File: src/hdl/acsd_cfg.svh
// acsd_cfg.svh: offsets, field positions and reset values of the aux clock block
// assumes: included by bare name from the modules and the testbench
`ifndef ACSD_CFG_SVH
`define ACSD_CFG_SVH

// ---------------------------------------------------------------------------
// register bus geometry
// ---------------------------------------------------------------------------
`define ACSD_ADDR_W          8
`define ACSD_DATA_W          16

// ---------------------------------------------------------------------------
// register byte offsets
// ---------------------------------------------------------------------------
`define ACSD_CTRL_OFS        8'h00
`define ACSD_STAT_OFS        8'h04
`define ACSD_MASK_OFS        8'h08

// ---------------------------------------------------------------------------
// control register fields and values
// ---------------------------------------------------------------------------
`define ACSD_CTRL_RESET      16'h2700
`define ACSD_CTRL_WMASK      16'hA7C0
`define ACSD_LOCK_BIT        14

// ---------------------------------------------------------------------------
// event bits of status and mask
// ---------------------------------------------------------------------------
`define ACSD_EV_W            2
`define ACSD_EV_LOCK_GAIN    0
`define ACSD_EV_LOCK_LOSS    1
`define ACSD_EV_RESET        2'h0

// ---------------------------------------------------------------------------
// output divider
// ---------------------------------------------------------------------------
`define ACSD_DIV_CNT_W       7
`define ACSD_RATIO_BYPASS    3'h7

`endif

File: src/hdl/acsd_pkg.sv
// acsd_pkg.sv: types shared by the aux clock source and divider block
// assumes: acsd_cfg.svh sits on the include path
package acsd_pkg;

    // -----------------------------------------------------------------------
    // control register layout
    // -----------------------------------------------------------------------
    typedef struct packed {
        logic       aux_pll_enable;               // run the pll
        logic       aux_pll_lock_flag;            // read-only lock status
        logic       aux_divider_source_select;    // 1: vco, 0: primary osc
        logic [1:0] rsvd_hi;                      // reads zero
        logic [2:0] aux_output_divide_ratio;      // power-of-two code
        logic       aux_reference_select;         // 1: primary osc
        logic       internal_rc_reference_select; // 1: rc osc feeds pll
        logic [5:0] rsvd_lo;                      // reads zero
    } acsd_ctrl_s;

    // -----------------------------------------------------------------------
    // pll reference source code driven to the analog mux
    // -----------------------------------------------------------------------
    typedef enum logic [1:0] {
        ACSD_REF_RC  = 2'b00,
        ACSD_REF_PRI = 2'b01,
        ACSD_REF_ALT = 2'b10
    } acsd_ref_e;

    // -----------------------------------------------------------------------
    // pll lock tracking states
    // -----------------------------------------------------------------------
    typedef enum logic [1:0] {
        ACSD_PLL_OFF    = 2'b00,
        ACSD_PLL_WAIT   = 2'b01,
        ACSD_PLL_LOCKED = 2'b10
    } acsd_pll_e;

endpackage : acsd_pkg

File: src/hdl/acsd_top.sv
// acsd_top.sv: aux pll control, reference select and output divider
// assumes: oscillator and vco edges arrive as one-cycle ticks on core_clk,
// lock comes from the analog pll as a synchronous level
`timescale 1ns/10ps
`include "acsd_cfg.svh"
module acsd_top import acsd_pkg::*; (
    // clock and reset
    input  wire logic                    core_clk,
    input  wire logic                    rst,
    // register port
    input  wire logic [`ACSD_ADDR_W-1:0] reg_addr,
    input  wire logic [`ACSD_DATA_W-1:0] reg_wdata,
    input  wire logic                    reg_wr,
    input  wire logic                    reg_rd,
    output      logic [`ACSD_DATA_W-1:0] reg_rdata,
    // source ticks and pll status
    input  wire logic                    rc_osc_tick,
    input  wire logic                    primary_osc_tick,
    input  wire logic                    alt_ref_tick,
    input  wire logic                    pll_vco_tick,
    input  wire logic                    pll_lock_in,
    // pll control
    output      logic                    pll_enable,
    output      acsd_ref_e               pll_ref_sel,
    output      logic                    pll_ref_tick,
    // divided clock and interrupt
    output      logic                    aux_clk_tick,
    output      logic                    irq
);

    // -----------------------------------------------------------------------
    // declarations
    // -----------------------------------------------------------------------
    acsd_ctrl_s                  ctrl_ff;        // software control bits
    acsd_ctrl_s                  nxt_ctrl;
    acsd_pll_e                   pll_st_ff;      // lock tracking
    acsd_pll_e                   nxt_pll_st;
    logic [`ACSD_EV_W-1:0]       stat_ff;        // sticky events
    logic [`ACSD_EV_W-1:0]       nxt_stat;
    logic [`ACSD_EV_W-1:0]       mask_ff;        // interrupt mask
    logic [`ACSD_EV_W-1:0]       nxt_mask;
    logic [`ACSD_EV_W-1:0]       events;         // this cycle's events
    logic [`ACSD_DATA_W-1:0]     rdata_ff;       // read answer
    logic [`ACSD_DATA_W-1:0]     nxt_rdata;
    logic                        irq_ff;
    logic                        nxt_irq;
    acsd_ref_e                   ref_sel_ff;     // pll reference code
    acsd_ref_e                   nxt_ref_sel;
    logic                        ref_tick_ff;    // chosen reference tick
    logic                        nxt_ref_tick;
    logic                        div_src_tick;   // divider input tick
    logic                        lock_flag;      // lock as software sees it
    logic                        wr_ctrl;
    logic                        wr_stat;
    logic                        wr_mask;
    acsd_ctrl_s                  ctrl_view;      // control as read back

    assign wr_ctrl   = reg_wr && (reg_addr == `ACSD_CTRL_OFS);
    assign wr_stat   = reg_wr && (reg_addr == `ACSD_STAT_OFS);
    assign wr_mask   = reg_wr && (reg_addr == `ACSD_MASK_OFS);
    assign lock_flag = (pll_st_ff == ACSD_PLL_LOCKED);

    // -----------------------------------------------------------------------
    // control register: only writable fields stored, lock bit never
    // -----------------------------------------------------------------------
    always_comb begin
        nxt_ctrl = ctrl_ff;
        if (wr_ctrl) begin
            // writes to lock and reserved bits are dropped here
            nxt_ctrl = acsd_ctrl_s'(reg_wdata & `ACSD_CTRL_WMASK);
        end
    end

    // -----------------------------------------------------------------------
    // lock tracking; lock input ignored while pll is held off
    // -----------------------------------------------------------------------
    always_comb begin
        nxt_pll_st = pll_st_ff;
        events     = '0;
        case (pll_st_ff)
            ACSD_PLL_OFF: begin
                if (ctrl_ff.aux_pll_enable) begin
                    nxt_pll_st = ACSD_PLL_WAIT;
                end
            end
            ACSD_PLL_WAIT: begin
                if (!ctrl_ff.aux_pll_enable) begin
                    nxt_pll_st = ACSD_PLL_OFF;
                end else if (pll_lock_in) begin
                    nxt_pll_st                 = ACSD_PLL_LOCKED;
                    events[`ACSD_EV_LOCK_GAIN] = 1'b1;
                end
            end
            ACSD_PLL_LOCKED: begin
                // turning the pll off on purpose is not reported as a loss
                if (!ctrl_ff.aux_pll_enable) begin
                    nxt_pll_st = ACSD_PLL_OFF;
                end else if (!pll_lock_in) begin
                    nxt_pll_st                 = ACSD_PLL_WAIT;
                    events[`ACSD_EV_LOCK_LOSS] = 1'b1;
                end
            end
            default: begin
                nxt_pll_st = ACSD_PLL_OFF;
            end
        endcase
    end

    // -----------------------------------------------------------------------
    // status, mask, interrupt; a new event beats a same-cycle clear
    // -----------------------------------------------------------------------
    always_comb begin
        nxt_stat = stat_ff;
        if (wr_stat) begin
            nxt_stat = stat_ff & ~reg_wdata[`ACSD_EV_W-1:0];
        end
        nxt_stat = nxt_stat | events;
        nxt_mask = wr_mask ? reg_wdata[`ACSD_EV_W-1:0] : mask_ff;
        nxt_irq  = |(nxt_stat & nxt_mask);
    end

    // -----------------------------------------------------------------------
    // reference routing to the pll
    // -----------------------------------------------------------------------
    always_comb begin
        if (ctrl_ff.internal_rc_reference_select) begin
            nxt_ref_sel  = ACSD_REF_RC;
            nxt_ref_tick = rc_osc_tick;
        end else if (ctrl_ff.aux_reference_select) begin
            nxt_ref_sel  = ACSD_REF_PRI;
            nxt_ref_tick = primary_osc_tick;
        end else begin
            nxt_ref_sel  = ACSD_REF_ALT;
            nxt_ref_tick = alt_ref_tick;
        end
        // a held-off pll gets no reference edges
        if (!ctrl_ff.aux_pll_enable) begin
            nxt_ref_tick = 1'b0;
        end
    end

    // divider runs from the vco only when chosen, else the primary osc
    assign div_src_tick = ctrl_ff.aux_divider_source_select ? pll_vco_tick
                                                            : primary_osc_tick;

    // -----------------------------------------------------------------------
    // read mux; unmapped addresses answer zero
    // -----------------------------------------------------------------------
    always_comb begin
        ctrl_view                   = ctrl_ff;
        ctrl_view.aux_pll_lock_flag = lock_flag;
        nxt_rdata                   = '0;
        if (reg_rd) begin
            case (reg_addr)
                `ACSD_CTRL_OFS: nxt_rdata = ctrl_view;
                `ACSD_STAT_OFS: nxt_rdata = {{(`ACSD_DATA_W-`ACSD_EV_W){1'b0}}, stat_ff};
                `ACSD_MASK_OFS: nxt_rdata = {{(`ACSD_DATA_W-`ACSD_EV_W){1'b0}}, mask_ff};
                default:        nxt_rdata = '0;
            endcase
        end
    end

    // -----------------------------------------------------------------------
    // registers
    // -----------------------------------------------------------------------
    always_ff @(posedge core_clk) begin
        if (rst) begin
            ctrl_ff     <= acsd_ctrl_s'(`ACSD_CTRL_RESET);
            pll_st_ff   <= ACSD_PLL_OFF;
            stat_ff     <= `ACSD_EV_RESET;
            mask_ff     <= `ACSD_EV_RESET;
            irq_ff      <= 1'b0;
            rdata_ff    <= '0;
            ref_sel_ff  <= ACSD_REF_ALT;
            ref_tick_ff <= 1'b0;
        end else begin
            ctrl_ff     <= nxt_ctrl;
            pll_st_ff   <= nxt_pll_st;
            stat_ff     <= nxt_stat;
            mask_ff     <= nxt_mask;
            irq_ff      <= nxt_irq;
            rdata_ff    <= nxt_rdata;
            ref_sel_ff  <= nxt_ref_sel;
            ref_tick_ff <= nxt_ref_tick;
        end
    end

    // -----------------------------------------------------------------------
    // output divider
    // -----------------------------------------------------------------------
    acsd_clk_div #(
        .CNT_W      (`ACSD_DIV_CNT_W)
    ) u_div (
        .core_clk   (core_clk),
        .rst        (rst),
        .src_tick   (div_src_tick),
        .ratio_code (ctrl_ff.aux_output_divide_ratio),
        .div_tick   (aux_clk_tick)
    );

    assign reg_rdata    = rdata_ff;
    assign pll_enable   = ctrl_ff.aux_pll_enable;
    assign pll_ref_sel  = ref_sel_ff;
    assign pll_ref_tick = ref_tick_ff;
    assign irq          = irq_ff;
endmodule : acsd_top

File: src/hdl/acsd_clk_div.sv
// acsd_clk_div.sv: power-of-two divider of a source tick stream
// assumes: src_tick is a one-cycle pulse synchronous to core_clk
`timescale 1ns/10ps
`include "acsd_cfg.svh"
module acsd_clk_div import acsd_pkg::*; #(
    parameter int CNT_W = `ACSD_DIV_CNT_W
) (
    // clock and reset
    input  wire logic       core_clk,
    input  wire logic       rst,
    // source and ratio
    input  wire logic       src_tick,
    input  wire logic [2:0] ratio_code,
    // divided output
    output      logic       div_tick
);

    // -----------------------------------------------------------------------
    // state
    // -----------------------------------------------------------------------
    logic [CNT_W-1:0] cnt_ff;       // source ticks seen in this period
    logic [CNT_W-1:0] nxt_cnt;
    logic             div_tick_ff;  // one pulse per period
    logic             nxt_div_tick;
    logic [CNT_W-1:0] terminal;     // last count of the period

    // code 7 gives terminal 0 (divide by 1), each step down doubles it
    assign terminal = {CNT_W{1'b1}} >> (3'h7 - (3'h7 - ratio_code)) ;

    // -----------------------------------------------------------------------
    // next count; >= lets a ratio cut short mid-period recover at once
    // -----------------------------------------------------------------------
    always_comb begin
        nxt_cnt      = cnt_ff;
        nxt_div_tick = 1'b0;
        if (src_tick) begin
            if (cnt_ff >= terminal) begin
                nxt_cnt      = '0;
                nxt_div_tick = 1'b1;
            end else begin
                nxt_cnt = cnt_ff + {{(CNT_W-1){1'b0}}, 1'b1};
            end
        end
    end

    // -----------------------------------------------------------------------
    // registers
    // -----------------------------------------------------------------------
    always_ff @(posedge core_clk) begin
        if (rst) begin
            cnt_ff      <= '0;
            div_tick_ff <= 1'b0;
        end else begin
            cnt_ff      <= nxt_cnt;
            div_tick_ff <= nxt_div_tick;
        end
    end

    assign div_tick = div_tick_ff;

endmodule : acsd_clk_div

File: config.mk
export PLATFORM = sky130hd
export DESIGN_NAME = acsd_top
export DESIGN_NICKNAME = d
export VERILOG_FILES = /design/src/hdl/acsd_pkg.sv /design/src/hdl/acsd_top.sv /design/src/hdl/acsd_clk_div.sv
export VERILOG_INCLUDE_DIRS = /design/src /design/src/hdl
export SDC_FILE = /design/constraint.sdc
export NUM_CORES = 1
export LEC_CHECK = 0
export BUFFER_PORTS_ARGS = -buffer_cell sky130_fd_sc_hd__buf_2
export CAP_MARGIN = 20
export CORE_MARGIN = 2
export CORE_UTILIZATION = 49
export DETAILED_ROUTE_END_ITERATION = 10
export GPL_TIMING_DRIVEN = 0
export PLACE_DENSITY = 0.77
export SKIP_CTS_REPAIR_TIMING = 1
export SYNTH_ARGS = -nofsm -noshare
export SYNTH_HDL_FRONTEND = slang
export SYNTH_HIERARCHICAL = 1
export SYNTH_SLANG_ARGS = --single-unit
File: constraint.sdc
create_clock -name core_clk -period 2.5 [get_ports core_clk]
set_input_delay 0.625 -clock core_clk [delete_from_list [all_inputs] [get_ports core_clk]]
set_output_delay 0.625 -clock core_clk [all_outputs]
set_load 0.01 [all_outputs]
[Word level (Yosys, flattened, before mapping)]
Index checks and enable logic that the tools add are counted.
Cells by class
  muxes and demuxes: 22
  $add $sub $neg: 3
  shifts and indexed selects: 1
  bitwise gates (word level): 7
  equality and inequality tests: 7
  divide/modulo/power cells: 0
  reductions and logical operators: 11
  $mul: 0
  order comparisons: 1
Operator list (count)
  $pmux W16 S3: 1
  $mux W2: 9
  $mux W1: 10
  $reduce_or A2 Y1: 5
  $eq A8 B3 Y1 const B: 1
  $eq A8 B4 Y1 const B: 1
  $logic_not A8 Y1: 1
  $add A7 B1 Y7 const B: 1
  $ge A7 B7 Y1: 1
  $mux W7: 1
  $shr A7 B3 Y7 const A: 1
  $ne A3 B3 Y1 const B: 2
  $pmux W2 S3: 1
  $sub A3 B3 Y3 const A: 2
  $and A2 B2 Y2: 2
  $logic_and A1 B1 Y1: 3
  $not A1 Y1: 3
  $reduce_and A3 Y1: 1
  $eq A2 B1 Y1 const B: 1
  $eq A2 B2 Y1 const B: 1
  $logic_not A2 Y1: 1
  $ne A2 B2 Y1 const B: 1
  $not A2 Y2: 1
  $or A2 B2 Y2: 1
Storage, ports and cells
  bits in latches: 0
  flip-flop bits (word level): 41
  bits of input ports: 33
  bits in read-only memories: 0
  RAM bits: 0
  memories kept: 0

[Longest topological paths before layout]
  depth in word-level cells: 6
  depth in mapped cells: 7

[Hierarchy]
Netlist, hierarchy kept.
By module, submodules not included
  acsd_top: instances 1, cells each 98, sequential area each 540.5 sq um, area each 1021.0 sq um
  acsd_clk_div: instances 1, cells each 56, sequential area each 160.2 sq um, area each 545.5 sq um

[Worst setup path before layout]
OpenSTA, ideal clock, no wires.
  kind: reg-to-reg
  start: register ctrl_ff[10] (netlist bit)
  end: register u_div.div_tick_ff (netlist: u_div/div_tick)
  required time: 2.375 ns
  buffers on the path: 0
  period minus slack after synthesis: 1.765 ns
  cell stages (with the launch flop): 8
  path slack: 0.735 ns
  setup time: 0.125 ns
  arrival time: 1.640 ns
  cell sequence: dfxtp_1 -> and2_1 -> nand2_1 -> ha_1 -> nand2b_4 -> a2111oi_4 -> o31ai_4 -> nor2b_1
Between the ends
  word-level cells in the longest chain between the ends: 5
Ends and longest elaborated chain
  from (decl): RTL line acsd_top.sv:34  | acsd_ctrl_s ctrl_ff;
  from (signal assigned): RTL line acsd_top.sv:168  | ctrl_ff <= acsd_ctrl_s'(`ACSD_CTRL_RESET);
  from (signal assigned): RTL line acsd_top.sv:177  | ctrl_ff <= nxt_ctrl;
  $sub A3 B3 Y3 (2 in series): RTL line acsd_clk_div.sv:28  | assign terminal = {CNT_W{1'b1}} >> (3'h7 - (3'h7 - ratio_code)) ;
  $shr A7 B3 Y7: RTL line acsd_clk_div.sv:28
  $ge A7 B7 Y1: RTL line acsd_clk_div.sv:37  | if (cnt_ff >= terminal) begin
  $mux W1: RTL line acsd_clk_div.sv:37
  to (signal assigned): RTL line acsd_clk_div.sv:55  | div_tick_ff <= nxt_div_tick;
  to (decl): RTL line acsd_clk_div.sv:23  | logic div_tick_ff;
No other way between the ends.
A chain may end at the register's enable or synchronous reset.

[Final worst setup path]
  start: register ctrl_ff[10] (netlist bit)
  end: register u_div.cnt_ff[2]
Between the ends
  word-level cells in the longest chain between the ends: 5
Ends and longest elaborated chain
  $sub A3 B3 Y3 (2 in series): RTL line acsd_clk_div.sv:28
  $shr A7 B3 Y7: RTL line acsd_clk_div.sv:28
  $ge A7 B7 Y1: RTL line acsd_clk_div.sv:37
  $mux W7: RTL line acsd_clk_div.sv:37
  to (signal assigned): RTL line acsd_clk_div.sv:54  | cnt_ff <= nxt_cnt;
  to (decl): RTL line acsd_clk_div.sv:21  | logic [CNT_W-1:0] cnt_ff;
No other way between the ends.

==> flow_metrics.tcl <==
set metrics [dict create \
    status "finished clean" \
    hpwlAfterDp_um 2390 \
    p_comb_share_pct 7.6 \
    timing.fmax_mhz 506 \
    rows 20 \
    cts_buffers 5 \
    yosysTopAreaCellShare_pct 44.7 \
    syn_avg_cell_area_sq_um 10.2 \
    yosys_warnings 6 \
    power_density_nw_per_um2 494 \
    num_vias 1258 \
    grt_pass1_wl_um 5200 \
    grt_max_degree 11 \
    synth_mux_area_share_pct 7.75 \
    dr.pass1.iters 4 \
    drv_slew 0 \
    cap_violations 0 \
    regArea_sq_um 701 \
    synth.ff_latch_count 35 \
    final_nets 247 \
    grt_use_total_pct 19.6 \
    n_antenna_cell 0 \
    fillCellCount 281 \
    wirelength_um 3050 \
    htree_levels 2 \
    leakage_nw 0.880 \
    p_sw_w 0.000211 \
    post_drt_wl_per_cell_um 12.2 \
    synthFlopType "dfxtp_1" \
    port-buffer-count 40 \
    synth-async-reset-ratio_pct 0 \
    gp_congestion 0.787 \
    swShare_pct 22.6 \
    hold_viol_final 0 \
    antenna_found_initial 0 \
    ys_seq_area_share_pct 44.7 \
    clock_tree.root_cell "clkbuf_4" \
    cts.sink_count 35 \
    drive_gt1_share_pct 30.6 \
    synth_area_sq_um 1570 \
    grt_overflow_total 0 \
    tritoncts "yes" \
    synth-edff-count 0 \
    rsz0062_at_grt "false" \
    setup_viol 0 \
    yosys-top-cells-area "dfxtp_1 (45%), mux2i_1 (7.0%), ha_1 (6.4%), nor2_1 (3.6%), buf_4 (3.4%)" \
    crit_fanout 8 \
    min_period_ns 1.98 \
    syn-instance-count 154 \
    synth-simple-area-share_pct 23.4 \
    tns_ns 0 \
    clk_pin_slew_worst_paths_ns 0.09 \
    vias_per_cell 5.03 \
    grt_pass1_vias 1231 \
    p_clk_share_pct 32.4 \
    die_area_sq_um 3670 \
    synth-compound-area-share_pct 8.31 \
    drc 0 \
    die_h_um 60.5 \
    worstHoldPathType "in -> reg" \
    io_pins 55 \
    clk_path_buf_depth 2 \
    syn_to_final_growth_pct 21.1 \
    core-area_sq_um 3050 \
    fin_util_pct 62.1 \
    criticalPathCategory "reg -> reg" \
    clock_latency_ns 0.33 \
    synth_xor_area_share_pct 3.91 \
    die_w_um 60.5 \
    multi_input_area_sq_um 812 \
    cp.required_ns 2.75 \
    min_period_over_period_pct 79.0 \
    synth_top_area_cell "dfxtp_1" \
    critPathCaptureType "flop" \
    cp-start-kind "flop" \
    clock_skew_ns 0.00517 \
    synth_top_family_by_area "simple AND/OR/NAND/NOR gates" \
    final_antenna_net_count 0 \
    synth_cell_types 40 \
    synth-adder-area-share_pct 7.03 \
    cp.arrival_ns 2.23 \
    intPower_w 0.000725 \
    start_util_pct 51.3 \
    drt_iter0_markers 46 \
    seqPwrFrac_pct 60.0 \
    vdd_drop_max_v 0.000250 \
]
synth_stat cells, types with 2 or more instances:
cell and number:
xor2_1 3, nor3_1 8, mux2i_1 11, buf_4 7, a22oi_1 2, inv_1 3
nor2_1 15, a21oi_1 3, nand4_1 6, nand2_1 10, dfxtp_1 35, and2_1 8
nor2b_1 3, o21a_1 2, xnor2_1 4, ha_1 8, nor3b_1 3
layer usage:
metal | part of all wire, % | track usage (%)
met1 | 42 | 21.7
met2 | 49 | 33.2
met3 | 5.1 | 4.48
met4 | 3.2 | 13.7
met5 | 0 | 0
cell type report:
class                      count  area share, %
clock inverter                 1          0.264
sequential                    35           36.9
timing repair buffer          40           10.6
clock buffer                   6           2.70
tap                           44           2.90
buffer                         9           3.23
multi-input combinational    112           42.8
inverter                       3          0.594
power groups by stage:
stage	registers, W	clock network, W	logic (W)
6_report	0.000562	0.000303	0.0000711
5_1_grt	0.000563	0.000343	0.0000787
4_1_cts	0.000562	0.000317	0.0000716
3_5_place_dp	0.000575	0	0.0000709
3_3_place_gp	0.000575	0	0.0000687
2_1_floorplan	0.000575	0	0.0000397
sequential cells by signal (all words and copies together) (netlist names):
register	cells
reg_rdata	10
u_div/cnt_ff	7
ctrl_ff	6
mask_ff	2
pll_ref_sel	2
pll_st_ff	2
stat_ff	2
irq	1
pll_enable	1
pll_ref_tick	1
u_div/div_tick	1
through the flow:
| stage | hold WS, ns | worst slack, ns | power (W) | cells | cell area [sq um] |
|---|---|---|---|---|---|
| 2_1_floorplan | 0.458 | 0.735 | 0.000615 | 159 | 1590 |
| 3_3_place_gp | 0.474 | 0.584 | 0.000643 | 243 | 1840 |
| 6_report | 0.499 | 0.524 | 0.000936 | 250 | 1900 |
| 3_5_place_dp | 0.492 | 0.548 | 0.000646 | 243 | 1840 |
| 4_1_cts | 0.486 | 0.525 | 0.000950 | 250 | 1900 |
| 5_1_grt | 0.510 | 0.378 | 0.000984 | 250 | 1900 |
worst max-delay path, stage by stage (launching register included):
cell,delay (ns)
dfxtp_1,0.46
and2_1,0.20
nand2_1,0.06
ha_1,0.27
nand2b_4,0.15
a2111oi_4,0.41
o31ai_4,0.14
nor3_1,0.20
cell families after synthesis:
kind of cell | Yosys count
buffers and inverters | 12
XOR/XNOR | 7
other | 1
AO/OA/AOI/OAI | 14
AND/OR/NAND/NOR | 64
flip-flops | 35
adder cells (fa/ha/maj) | 9
multiplexers | 12
worst paths after layout:
kind | startpoint | cells past startpoint | to | slack [ns]
setup / recovery | ctrl_ff[10]$_SDFFE_PP1P_ | 7 | u_div/cnt_ff[2]$_SDFFE_PP0P_ | 0.52
hold / removal | reg_wdata[10] | 3 | ctrl_ff[10]$_SDFFE_PP1P_ | 0.50
setup reg to reg | ctrl_ff[10]$_SDFFE_PP1P_ | 7 | u_div/cnt_ff[2]$_SDFFE_PP0P_ | 0.52
hold reg to reg | ctrl_ff[13]$_SDFFE_PP1P_ | 1 | reg_rdata[13]$_SDFF_PP0_ | 0.50
layout by cell type (no fill, tap or decap), drive strengths merged, types with 2 or more instances in the layout:
cell type,netlist,layout
a21oi,3,3
a22oi,2,2
and2,8,8
buf,9,49
clkbuf,0,6
conb,1,6
dfxtp,35,35
ha,8,8
inv,3,3
mux2i,11,11
nand2,10,10
nand2b,2,2
nand3,2,2
nand4,6,6
nor2,15,15
nor2b,3,3
nor3,8,8
nor3b,3,3
nor4,2,2
o21a,2,2
xnor2,4,4
xor2,3,3
(Power assumes the default switching activity.)
